--- src/ahss_pkg.sv ---
// Purpose: Shared constants for the axis home-search sequencer.
// Assumes: Positions and distances are signed counts of 1 um.
// Notes:   Marker type value 3 selects release-then-marker homing.
package ahss_pkg;

  // ----------------------------------------------------------------
  // Widths and encodings
  // ----------------------------------------------------------------
  localparam int unsigned COORD_W      = 32;
  localparam int unsigned MTYPE_W      = 2;
  localparam logic [1:0]  MARK_RELEASE = 2'h3;
  localparam logic        DIFF_COMP_ON = 1'h1;

  // ----------------------------------------------------------------
  // Coded-mark travel bounds, in um
  // ----------------------------------------------------------------
  localparam int unsigned CODED_SHORT_UM = 20000;
  localparam int unsigned CODED_LONG_UM  = 100000;

  // ----------------------------------------------------------------
  // Reset values
  // ----------------------------------------------------------------
  localparam logic RST_FLAG = 1'h0;

endpackage

--- src/ahss_sequencer.sv ---
// Purpose: Home-search sequencer for a set of axes with one gantry pair.
// Assumes: Servo loop applies MOVE/DIR/feed select; it runs shift and
//          slave-correction moves on request and acknowledges them.
// Notes:   Axes are homed in ascending index order.
// Functional notes
// - Jog start cancels zero offset, loads reference
// - Switched non-coded axes approach at first feedrate
// - Then marker search per axis, second feedrate
// - Type 3: back off, take first marker
// - Coded axes: one by one, bounded travel
// - Coded search reverses when switch pressed
// - After marker, run shift at second feedrate
// - Coded axes load position minus encoder offset
// - Gantry approach together until master switch
// - Gantry markers: slave first, then master
// - Coded gantry: correct slave on offset mismatch
// - Gantry type 3: release, then slave, master
// - Gantry jog start cancels zero offset too
// - Two switches: type 3, stop on either
// - Home first switcher, approach second, home it
// - Compensate difference per compensation setting
// - Master homed first: shift finishes before second search
// - Pressed switch homes first; both: master first
// - Mixed homing: all switches first, then order
// - Compensation on drives difference to zero
// - Compensation on or coded: excess difference raises flag
// - No switch: search first marker only
`timescale 1ns/1ps

module ahss_sequencer #(
  parameter int N_AXES = 4,
  parameter int MASTER = 0,
  parameter int SLAVE  = 1,
  parameter int W      = ahss_pkg::COORD_W
) (
  input  wire logic                  SYS_CLK_I,
  input  wire logic                  RESET_I,
  input  wire logic                  CLK_EN_I,
  input  wire logic                  START_I,
  input  wire logic                  JOG_MODE_I,
  input  wire logic [N_AXES-1:0]     SELECT_I,
  input  wire logic [N_AXES-1:0]     HAS_HOME_SWITCH_I,
  input  wire logic [N_AXES-1:0]     HOMING_DIRECTION_I,
  input  wire logic [N_AXES-1:0]     CODED_I,
  input  wire logic [N_AXES-1:0]     CODED_LONG_I,
  input  wire logic [2*N_AXES-1:0]   MARKER_TYPE_SELECT_I,
  input  wire logic [N_AXES-1:0]     HOME_SWITCH_SIGNAL_I,
  input  wire logic [N_AXES-1:0]     MARKER_I,
  input  wire logic [N_AXES*W-1:0]   POS_I,
  input  wire logic [N_AXES*W-1:0]   REFERENCE_POINT_COORDINATE_I,
  input  wire logic [N_AXES*W-1:0]   MARKER_SHIFT_DISTANCE_I,
  input  wire logic [N_AXES*W-1:0]   CODED_ENCODER_OFFSET_I,
  input  wire logic                  GANTRY_EN_I,
  input  wire logic                  GANTRY_DIFF_COMPENSATE_I,
  input  wire logic [W-1:0]          GANTRY_MAX_DIFFERENCE_I,
  input  wire logic                  SHIFT_DONE_I,
  input  wire logic                  CORR_DONE_I,
  output logic      [N_AXES-1:0]     MOVE_O,
  output logic      [N_AXES-1:0]     DIR_O,
  output logic      [N_AXES-1:0]     APPROACH_FEEDRATE_O,
  output logic      [N_AXES-1:0]     SHIFT_REQ_O,
  output logic      [W-1:0]          SHIFT_DIST_O,
  output logic                       COORD_LOAD_O,
  output logic      [$clog2(N_AXES)-1:0] COORD_AXIS_O,
  output logic      [W-1:0]          COORD_VALUE_O,
  output logic                       ZERO_CANCEL_O,
  output logic                       SLAVE_CORR_O,
  output logic      [W-1:0]          SLAVE_CORR_VALUE_O,
  output logic                       EXCESS_DIFF_O,
  output logic                       TRAVEL_FAULT_O,
  output logic      [N_AXES-1:0]     HOMED_O,
  output logic                       BUSY_O
);

  localparam int            AW    = $clog2(N_AXES);
  localparam logic [AW-1:0] M_IDX = AW'(MASTER);
  localparam logic [AW-1:0] S_IDX = AW'(SLAVE);

  typedef enum logic [3:0] {
    S_IDLE, S_APPR, S_PICK, S_REL, S_MARK, S_SHIFT, S_APPR2, S_DIFF, S_CORR
  } ahss_state_t;

  ahss_state_t       state;
  logic [AW-1:0]     cur;
  logic [AW-1:0]     mk_ax;
  logic [N_AXES-1:0] sel;
  logic [N_AXES-1:0] reached;
  logic [N_AXES-1:0] mdir;
  logic [N_AXES-1:0] sw_q;
  logic              gstep;
  logic              fst_s;
  logic              jog;
  logic [W-1:0]      start_pos;
  logic [W-1:0]      off_m;
  logic [W-1:0]      off_s;

  logic [N_AXES-1:0] is_t3;
  logic [N_AXES-1:0] appr_need;
  logic              two_sw;
  logic              gcur;
  logic              pick_ok;
  logic [AW-1:0]     pick_ax;
  logic              mk_hit;
  logic              shift_on;
  logic [W-1:0]      ld_val;
  logic [W-1:0]      travel;
  logic              trv_over;
  logic [W-1:0]      diff_err;
  logic              diff_big;
  logic [N_AXES-1:0] next_move;
  logic [N_AXES-1:0] next_dir;
  logic [N_AXES-1:0] next_fast;

  function automatic logic [W-1:0] mag(input logic [W-1:0] v);
    mag = v[W-1] ? (~v + 1'b1) : v;
  endfunction

  function automatic logic [W-1:0] word(input logic [N_AXES*W-1:0] v, input logic [AW-1:0] a);
    word = v[a*W +: W];
  endfunction

  // ----------------------------------------------------------------
  // Per-axis qualifiers
  // ----------------------------------------------------------------
  genvar g;
  generate
    for (g = 0; g < N_AXES; g++) begin : g_axis
      assign is_t3[g]     = MARKER_TYPE_SELECT_I[2*g +: 2] == ahss_pkg::MARK_RELEASE;
      // Gantry slave rides on the master, never approaches alone
      assign appr_need[g] = sel[g] & HAS_HOME_SWITCH_I[g] & ~CODED_I[g] & ~reached[g]
                            & ~(GANTRY_EN_I & (g == SLAVE));
    end
  endgenerate

  assign two_sw = GANTRY_EN_I & is_t3[MASTER] & HAS_HOME_SWITCH_I[MASTER]
                  & HAS_HOME_SWITCH_I[SLAVE];
  assign gcur   = GANTRY_EN_I & (cur == M_IDX);

  // ----------------------------------------------------------------
  // Event terms
  // ----------------------------------------------------------------
  always_comb begin
    pick_ok = 1'b0;
    pick_ax = '0;
    for (int i = N_AXES - 1; i >= 0; i--) begin
      if (sel[i] && !(GANTRY_EN_I && i == SLAVE) && !HOMED_O[i]) begin
        pick_ok = 1'b1;
        pick_ax = AW'(i);
      end
    end
  end

  assign mk_hit   = (state == S_MARK) & MARKER_I[mk_ax];
  assign shift_on = ~(GANTRY_EN_I & (mk_ax == S_IDX)) & (word(MARKER_SHIFT_DISTANCE_I, mk_ax) != '0);
  // Loaded so that the point reached after the shift move carries the reference
  assign ld_val   = (CODED_I[mk_ax] ? word(POS_I, mk_ax) - word(CODED_ENCODER_OFFSET_I, mk_ax)
                                    : word(REFERENCE_POINT_COORDINATE_I, mk_ax))
                    - (shift_on ? word(MARKER_SHIFT_DISTANCE_I, mk_ax) : '0);
  assign travel   = mag(word(POS_I, cur) - start_pos);
  assign trv_over = CODED_I[cur] & (travel >= (CODED_LONG_I[cur] ? W'(ahss_pkg::CODED_LONG_UM)
                                                               : W'(ahss_pkg::CODED_SHORT_UM)));
  assign diff_err = (word(POS_I, M_IDX) + off_m) - (word(POS_I, S_IDX) + off_s)
                    - (word(REFERENCE_POINT_COORDINATE_I, M_IDX) - word(REFERENCE_POINT_COORDINATE_I, S_IDX));
  assign diff_big = mag(diff_err) > GANTRY_MAX_DIFFERENCE_I;

  // ----------------------------------------------------------------
  // Sequencing
  // ----------------------------------------------------------------
  always_ff @(posedge SYS_CLK_I) begin
    if (RESET_I) begin
      state     <= S_IDLE;
      cur       <= '0;
      mk_ax     <= '0;
      sel       <= '0;
      reached   <= '0;
      mdir      <= '0;
      sw_q      <= '0;
      gstep     <= ahss_pkg::RST_FLAG;
      fst_s     <= ahss_pkg::RST_FLAG;
      jog       <= ahss_pkg::RST_FLAG;
      start_pos <= '0;
      off_m     <= '0;
      off_s     <= '0;
      HOMED_O   <= '0;
    end else if (CLK_EN_I) begin
      sw_q <= HOME_SWITCH_SIGNAL_I;
      case (state)
        S_IDLE: if (START_I) begin
          sel     <= SELECT_I;
          reached <= '0;
          HOMED_O <= '0;
          mdir    <= HOMING_DIRECTION_I;
          jog     <= JOG_MODE_I;
          state   <= S_APPR;
        end
        S_APPR: begin
          // An already pressed switch counts as reached at once
          reached <= reached | HOME_SWITCH_SIGNAL_I;
          if (GANTRY_EN_I && !reached[MASTER] && (HOME_SWITCH_SIGNAL_I[MASTER]
              || (two_sw && HOME_SWITCH_SIGNAL_I[SLAVE]))) begin
            reached[MASTER] <= 1'b1;
            fst_s <= two_sw & HOME_SWITCH_SIGNAL_I[SLAVE] & ~HOME_SWITCH_SIGNAL_I[MASTER];
          end
          if (appr_need == '0) begin
            state <= S_PICK;
          end
        end
        S_PICK: begin
          if (!pick_ok) begin
            state <= S_IDLE;
          end else begin
            cur       <= pick_ax;
            gstep     <= 1'b0;
            start_pos <= word(POS_I, pick_ax);
            if (GANTRY_EN_I && pick_ax == M_IDX) begin
              mk_ax <= two_sw ? (fst_s ? S_IDX : M_IDX) : S_IDX;
            end else begin
              mk_ax <= pick_ax;
            end
            if (!CODED_I[pick_ax] && HAS_HOME_SWITCH_I[pick_ax] && is_t3[pick_ax]) begin
              mdir[pick_ax] <= ~HOMING_DIRECTION_I[pick_ax];
              state         <= S_REL;
            end else begin
              state <= S_MARK;
            end
          end
        end
        S_REL: if (!HOME_SWITCH_SIGNAL_I[mk_ax]) begin
          state <= S_MARK;
        end
        S_MARK: begin
          if (CODED_I[cur] && HAS_HOME_SWITCH_I[cur] && HOME_SWITCH_SIGNAL_I[cur] && !sw_q[cur]) begin
            mdir[cur] <= ~mdir[cur];
          end
          if (mk_hit) begin
            if (mk_ax == M_IDX) begin
              off_m <= ld_val - word(POS_I, mk_ax);
            end
            if (mk_ax == S_IDX) begin
              off_s <= ld_val - word(POS_I, mk_ax);
            end
            if (gcur && !two_sw && !gstep) begin
              mk_ax <= M_IDX;
              gstep <= 1'b1;
            end else if (shift_on) begin
              state <= S_SHIFT;
            end else if (gcur && two_sw && !gstep) begin
              state <= S_APPR2;
            end else if (gcur) begin
              state <= S_DIFF;
            end else begin
              HOMED_O[cur] <= 1'b1;
              state        <= S_PICK;
            end
          end else if (trv_over) begin
            sel[cur] <= 1'b0;
            if (gcur) begin
              sel[SLAVE] <= 1'b0;
            end
            state <= S_PICK;
          end
        end
        S_SHIFT: if (SHIFT_DONE_I) begin
          if (gcur && two_sw && !gstep) begin
            state <= S_APPR2;
          end else if (gcur) begin
            state <= S_DIFF;
          end else begin
            HOMED_O[cur] <= 1'b1;
            state        <= S_PICK;
          end
        end
        S_APPR2: begin
          if (!gstep) begin
            gstep        <= 1'b1;
            mk_ax        <= (mk_ax == M_IDX) ? S_IDX : M_IDX;
            mdir[MASTER] <= HOMING_DIRECTION_I[MASTER];
          end else if (HOME_SWITCH_SIGNAL_I[mk_ax]) begin
            mdir[MASTER] <= ~HOMING_DIRECTION_I[MASTER];
            state        <= S_REL;
          end
        end
        S_DIFF: begin
          if ((GANTRY_DIFF_COMPENSATE_I == ahss_pkg::DIFF_COMP_ON || CODED_I[MASTER])
              && !diff_big && diff_err != '0) begin
            state <= S_CORR;
          end else begin
            HOMED_O[MASTER] <= 1'b1;
            HOMED_O[SLAVE]  <= 1'b1;
            state           <= S_PICK;
          end
        end
        S_CORR: if (CORR_DONE_I) begin
          HOMED_O[MASTER] <= 1'b1;
          HOMED_O[SLAVE]  <= 1'b1;
          state           <= S_PICK;
        end
        default: state <= S_IDLE;
      endcase
    end
  end

  // ----------------------------------------------------------------
  // Motion commands
  // ----------------------------------------------------------------
  always_comb begin
    next_move = '0;
    next_fast = '0;
    next_dir  = mdir;
    case (state)
      S_APPR: begin
        next_move = appr_need;
        next_fast = appr_need;
      end
      S_REL, S_MARK: next_move[cur] = ~mk_hit & ~trv_over;
      S_APPR2: begin
        next_move[cur] = 1'b1;
        next_fast[cur] = 1'b1;
      end
      default: ;
    endcase
    // Slave mirrors master direction and feed select
    if (GANTRY_EN_I) begin
      next_move[SLAVE] = next_move[MASTER];
      next_fast[SLAVE] = next_fast[MASTER];
      next_dir[SLAVE]  = mdir[MASTER];
    end
  end

  always_ff @(posedge SYS_CLK_I) begin
    if (RESET_I) begin
      MOVE_O              <= '0;
      DIR_O               <= '0;
      APPROACH_FEEDRATE_O <= '0;
      BUSY_O              <= ahss_pkg::RST_FLAG;
    end else if (CLK_EN_I) begin
      MOVE_O              <= next_move;
      DIR_O               <= next_dir;
      APPROACH_FEEDRATE_O <= next_fast;
      BUSY_O              <= state != S_IDLE;
    end
  end

  // ----------------------------------------------------------------
  // Coordinate, shift and gantry reports
  // ----------------------------------------------------------------
  always_ff @(posedge SYS_CLK_I) begin
    if (RESET_I) begin
      COORD_LOAD_O       <= ahss_pkg::RST_FLAG;
      COORD_AXIS_O       <= '0;
      COORD_VALUE_O      <= '0;
      ZERO_CANCEL_O      <= ahss_pkg::RST_FLAG;
      SHIFT_REQ_O        <= '0;
      SHIFT_DIST_O       <= '0;
      SLAVE_CORR_O       <= ahss_pkg::RST_FLAG;
      SLAVE_CORR_VALUE_O <= '0;
      EXCESS_DIFF_O      <= ahss_pkg::RST_FLAG;
      TRAVEL_FAULT_O     <= ahss_pkg::RST_FLAG;
    end else if (CLK_EN_I) begin
      COORD_LOAD_O  <= mk_hit;
      ZERO_CANCEL_O <= mk_hit & jog;
      SHIFT_REQ_O   <= '0;
      SLAVE_CORR_O  <= 1'b0;
      if (mk_hit) begin
        COORD_AXIS_O  <= mk_ax;
        COORD_VALUE_O <= ld_val;
        if (shift_on) begin
          SHIFT_REQ_O[mk_ax] <= 1'b1;
          SHIFT_DIST_O       <= word(MARKER_SHIFT_DISTANCE_I, mk_ax);
        end
      end
      if (state == S_IDLE && START_I) begin
        EXCESS_DIFF_O  <= 1'b0;
        TRAVEL_FAULT_O <= 1'b0;
      end
      if (state == S_DIFF) begin
        if (GANTRY_DIFF_COMPENSATE_I == ahss_pkg::DIFF_COMP_ON || CODED_I[MASTER]) begin
          EXCESS_DIFF_O      <= diff_big;
          SLAVE_CORR_O       <= ~diff_big & (diff_err != '0);
          SLAVE_CORR_VALUE_O <= diff_err;
        end
      end
      if (state == S_MARK && !mk_hit && trv_over) begin
        TRAVEL_FAULT_O <= 1'b1;
      end
    end
  end

endmodule // ahss_sequencer

--- config.mk ---
export PLATFORM = sky130hd
export DESIGN_NAME = ahss_sequencer
export DESIGN_NICKNAME = d
export VERILOG_FILES = /design/src/ahss_pkg.sv /design/src/ahss_sequencer.sv
export SDC_FILE = /design/constraint.sdc
export NUM_CORES = 2
export LEC_CHECK = 0
export BUFFER_PORTS_ARGS = -buffer_cell sky130_fd_sc_hd__buf_2
export CORE_AREA = 4 4 273 275
export DETAILED_ROUTE_END_ITERATION = 6
export DIE_AREA = 0 0 277 279
export GPL_TIMING_DRIVEN = 1
export SLEW_MARGIN = 15
export SYNTH_ARGS = -nofsm -noshare
export SYNTH_HDL_FRONTEND = slang
export SYNTH_SLANG_ARGS = --single-unit
--- constraint.sdc ---
create_clock -name SYS_CLK_I -period 8.3 [get_ports SYS_CLK_I]
set_clock_uncertainty 0.2 [all_clocks]
set_input_delay 0.83 -clock SYS_CLK_I [delete_from_list [all_inputs] [get_ports SYS_CLK_I]]
set_output_delay 0.83 -clock SYS_CLK_I [all_outputs]
set_load 0.01 [all_outputs]
==> summary by stage <==
Timing
Setup violations remaining at the end of the flow were counted as 0. The final-report hold violation count was 0. The relative max-transition margin is 0.303. Based on the critical path, the design can be clocked at up to between 100 and 150 MHz. The transition time at the pin with the least slew margin is between 1 and 1.5 ns. The clock period minus final worst setup slack is 7.96 ns. Once routing completed, OpenROAD measured the worst setup slack at ~0.34 ns. The number of pins with negative max-slew slack in the final report was 0. For the final routed database, the setup TNS stands at 0 ns. The portion of the clock cycle consumed by the worst path in the final layout is 0.959.

Routing
The pre-antenna-repair detailed-routing pass consisted of 6 iterations. The number of remaining DRC errors is 0. In the final routed layout, each cell accounts on average for between 20 and 30 um. The detail route stage leaves a number of antenna-violating nets equal to 0. The violation count after the first detailed-routing iteration is 3171. The detailed-route via count is a little over 30000. Dividing the detail-routed via count by the number of cells gives roughly 5.8. Wires add up to approximately 140000 um.

Floorplan
The placeable core area is 72300 um2. The die area is 77300 um2. The floorplan has 99 rows. The I/O pin count is 713. Measured along the y axis, the die boundary spans roughly 280 um.

The chip width is about 280 um. The effective utilization at floorplan is 0.391.

Clock network
The number of clock buffers added by TritonCTS is 36. In this run the clock root is driven by a sky130_fd_sc_hd__clkbuf_16. For the worst-skew pair, the clock arrives at the later sink with an insertion delay of 0.57 ns. Clock-pin slew was measured on the worst setup and hold paths at 0.06 ns.

The deepest clock path buffer count is 3. The total number of H-tree levels is 2. TritonCTS built the clock tree.

The clock sink count is roughly 250. Hold repair after CTS inserted 0 buffers.

Global route
The global-route usage over all layers is 0.338. For met2 alone, demand over resource in global routing was 0.518. The met3 layer usage reported by global route is 0.0868.

For this run the aggregate overflow at the end of global routing stands at 0. The global-route track usage on met1 is 0.472. The most used routing layer is met2. The first-pass GRT wire length is approximately 200000 um. Entering global routing, the biggest net connects 98 pins.

The number of antenna violations at the first check in global routing came to between 40 and 50. The via count of the first global-routing pass is approximately 29000.

Flow run
The count of maximum capacitance violations is 0.

Place
The placer's final routability congestion estimate is ~1.0. The wire-length estimate of the detail-placed layout is between 100000 and 150000 um. The worst setup slack after placement is -0.432 ns. The port buffer count is 712.

Logic synthesis
The number of different library cells used by synthesis comes to between 80 and 90. The share of synthesized flip-flops with an asynchronous set or reset is 0. The yosys synthesis warning count is 0. The mean instance size in the synthesized netlist is between 8 and 9 um2. The synthesized design contains ~250 register bits. The cell area after synthesis is 28300 um2.

The most instantiated flip-flop cell in the synthesis netlist is sky130_fd_sc_hd__dfxtp_1. When the netlist entered floorplanning its net count stood at roughly 4400. The sequential-to-total area share from yosys stat is 0.175. Synthesis produced a netlist whose cell count is ~3500. Yosys mapped a number of flops with a built-in enable equal to 0.

Worst setup path
At the worst endpoint, the arrival time is just over 8 ns. The kind of end point of the critical path is a register. STA classifies the critical path startpoint as a primary input. For the worst setup path, the data required time is between 8 and 9 ns. The cell repeated most along the worst path is sky130_fd_sc_hd__fa_1. The slowest stage of the critical path belongs to the cell sky130_fd_sc_hd__fa_1. The class of the most critical setup path is in -> reg. The family with the most delay on the worst path is compound AO/OA/AOI/OAI gates.

Along the worst path, the maximum fanout reaches 3. Counting both buffers and inverters, the worst setup path holds a total of 5. The longest individual stage delay on the worst path is 0.56 ns.

Final layout
The number of nets in the finished design is 5216. Across the whole layout, storage elements account for a little under 5000 um2. Counting the fill cells in the layout gives 7268. Of the cells placed in the final design, the portion with a size suffix greater than 1 is 0.299. The relative area change from synthesis to final layout is 27.5%. The area of the multi-input gates is between 20000 and 25000 um2.

Power
For this design the static power due to leakage is around 16 nW. VDD sags by at most between 300 and 400 uV. The power per cell area is a little under 300 nW/um2.

Status
The flow ran to the end, and the final reports show no timing, DRC or antenna violations.

Worst hold path
The path type of the worst min-delay path is reg -> reg.
power by group:
| part | switching, W | internal [W] |
|---|---|---|
| clock network | 0.000655 | 0.000966 |
| registers | 0.0000354 | 0.00122 |
| logic | 0.00425 | 0.00354 |
| total | 0.00494 | 0.00573 |
tightest hold or removal path: stages, from the launching register on:
cell and delay [ns]:
sky130_fd_sc_hd__dfxtp_1 0.30, sky130_fd_sc_hd__nand2_1 0.05, sky130_fd_sc_hd__a21oi_1 0.05
final timing paths:
| check | from | endpoint | slack (ns) | cells after the start |
|---|---|---|---|---|
| worst max-delay path | REFERENCE_POINT_COORDINATE_I[1] | state[1] | 0.34 | 32 |
| worst min-delay path | off_m[8] | off_m[8] | 0.25 | 2 |
| worst max register to register | off_m[1] | state[1] | 0.41 | 30 |
| worst min register to register | off_m[8] | off_m[8] | 0.25 | 2 |
stage by stage:
step,hold WS (ns),cells,area (um2),utilization,power (W)
6_report,0.253,5316,36000,0.498,0.0107
5_1_grt,0.263,5299,36000,0.497,0.0114
4_1_cts,0.252,5281,35700,0.493,0.0105
3_5_place_dp,0.243,5217,34500,0.477,0.00877
3_3_place_gp,0.240,5217,34500,0.477,0.00878
2_1_floorplan,0.232,3457,28300,-,0.00584
synthesized netlist by cell type, types with 6 or more instances:
library cell	instances	area, um2
sky130_fd_sc_hd__clkbuf_1	129	484
sky130_fd_sc_hd__buf_1	28	105
sky130_fd_sc_hd__a21o_1	64	480
sky130_fd_sc_hd__buf_4	7	52.6
sky130_fd_sc_hd__o21ai_0	133	666
sky130_fd_sc_hd__nor3_1	76	380
sky130_fd_sc_hd__nand3_1	44	220
sky130_fd_sc_hd__o2111ai_1	8	70.1
sky130_fd_sc_hd__o21a_1	37	278
sky130_fd_sc_hd__a31oi_1	23	144
sky130_fd_sc_hd__mux2i_1	17	170
sky130_fd_sc_hd__or4_1	9	67.6
sky130_fd_sc_hd__and3_1	24	150
sky130_fd_sc_hd__a211oi_1	54	405
sky130_fd_sc_hd__inv_1	384	1440
sky130_fd_sc_hd__or2_2	14	87.6
sky130_fd_sc_hd__nor2b_1	34	213
sky130_fd_sc_hd__o21bai_1	21	158
sky130_fd_sc_hd__a21oi_1	319	1600
sky130_fd_sc_hd__ha_1	195	2440
sky130_fd_sc_hd__dfxtp_1	247	4940
sky130_fd_sc_hd__nand4b_1	6	52.6
sky130_fd_sc_hd__or3_1	19	119
sky130_fd_sc_hd__nand4_1	27	169
sky130_fd_sc_hd__nand2b_1	35	219
sky130_fd_sc_hd__a21boi_0	7	52.6
sky130_fd_sc_hd__xnor2_1	111	972
sky130_fd_sc_hd__and2_1	9	56.3
sky130_fd_sc_hd__mux4_2	164	3690
sky130_fd_sc_hd__fa_1	127	2540
sky130_fd_sc_hd__nor4_1	17	106
sky130_fd_sc_hd__nor3b_1	7	52.6
sky130_fd_sc_hd__o31ai_1	16	120
sky130_fd_sc_hd__a221oi_1	68	596
sky130_fd_sc_hd__xor2_1	62	543
sky130_fd_sc_hd__nand2_1	475	1780
sky130_fd_sc_hd__a22oi_1	47	353
sky130_fd_sc_hd__a211o_1	8	70.1
sky130_fd_sc_hd__o211ai_1	13	97.6
sky130_fd_sc_hd__o22ai_1	9	56.3
sky130_fd_sc_hd__nor2_1	241	905
routing by layer:
| layer | routed length, um | vias to the layer above | share of wire |
|---|---|---|---|
| met4 | 4330 | 38 | 0.031 |
| met1 | 59000 | 15000 | 0.43 |
| li1 | - | 14100 | - |
| met3 | 13400 | 229 | 0.097 |
| met2 | 60900 | 1513 | 0.44 |
| met5 | 270 | - | 0.0020 |
timing repair:
action | CTS | global route
gates resized for setup | 0 | 49
setup buffers | 0 | 8
setup endpoints to repair | 0 | 23
sequential cells by signal (all words and copies together) (netlist names), 4 cells and up:
name and flops:
SHIFT_REQ_O 4, APPROACH_FEEDRATE_O 4, HOMED_O 4, reached 4, off_m 32, COORD_VALUE_O 32, start_pos 32, sel 4
SLAVE_CORR_VALUE_O 32, DIR_O 4, sw_q 4, SHIFT_DIST_O 32, state 4, MOVE_O 4, mdir 4, off_s 32
cell usage in the layout (no fill, tap or decap), types with 13 or more instances in the layout:
cell type                     n
sky130_fd_sc_hd__buf_2      711
sky130_fd_sc_hd__nand2_1    472
sky130_fd_sc_hd__inv_1      383
sky130_fd_sc_hd__a21oi_1    310
sky130_fd_sc_hd__buf_4      257
sky130_fd_sc_hd__dfxtp_1    243
sky130_fd_sc_hd__nor2_1     236
sky130_fd_sc_hd__ha_1       194
sky130_fd_sc_hd__mux4_2     164
sky130_fd_sc_hd__fa_1       126
sky130_fd_sc_hd__o21ai_0    125
sky130_fd_sc_hd__xnor2_1    109
sky130_fd_sc_hd__nor3_1      72
sky130_fd_sc_hd__a221oi_1    67
sky130_fd_sc_hd__a21o_1      64
sky130_fd_sc_hd__xor2_1      61
sky130_fd_sc_hd__a211oi_1    48
sky130_fd_sc_hd__a22oi_1     47
sky130_fd_sc_hd__nand3_1     43
sky130_fd_sc_hd__clkbuf_16   38
sky130_fd_sc_hd__o21a_1      37
sky130_fd_sc_hd__nand2b_1    35
sky130_fd_sc_hd__nor2b_1     33
sky130_fd_sc_hd__nand4_1     27
sky130_fd_sc_hd__diode_2     26
sky130_fd_sc_hd__and3_1      23
sky130_fd_sc_hd__a31oi_1     21
sky130_fd_sc_hd__o21bai_1    20
sky130_fd_sc_hd__or3_1       18
sky130_fd_sc_hd__nor4_1      17
sky130_fd_sc_hd__mux2i_1     17
sky130_fd_sc_hd__or2_2       14
sky130_fd_sc_hd__o31ai_1     13
sky130_fd_sc_hd__o211ai_1    13
final cells by class:
| cell class | count | area share |
|---|---|---|
| antenna | 26 | 0.00181 |
| clock buffer | 48 | 0.0285 |
| clock inverter | 16 | 0.00486 |
| inverter | 385 | 0.0401 |
| multi-input combinational | 2656 | 0.596 |
| sequential | 247 | 0.138 |
| tap | 959 | 0.0333 |
| timing repair buffer | 979 | 0.158 |
logic make-up after synthesis:
| family | count (synthesis) | share of synthesized area |
|---|---|---|
| AND/OR/NAND/NOR | 1070 | 0.173 |
| AO/OA/AOI/OAI | 908 | 0.209 |
| buffers and inverters | 554 | 0.0750 |
| adder cells (fa/ha/maj) | 322 | 0.176 |
| flip-flops | 247 | 0.175 |
| multiplexers | 183 | 0.138 |
| XOR/XNOR | 173 | 0.0536 |
(Power assumes the default switching activity.)
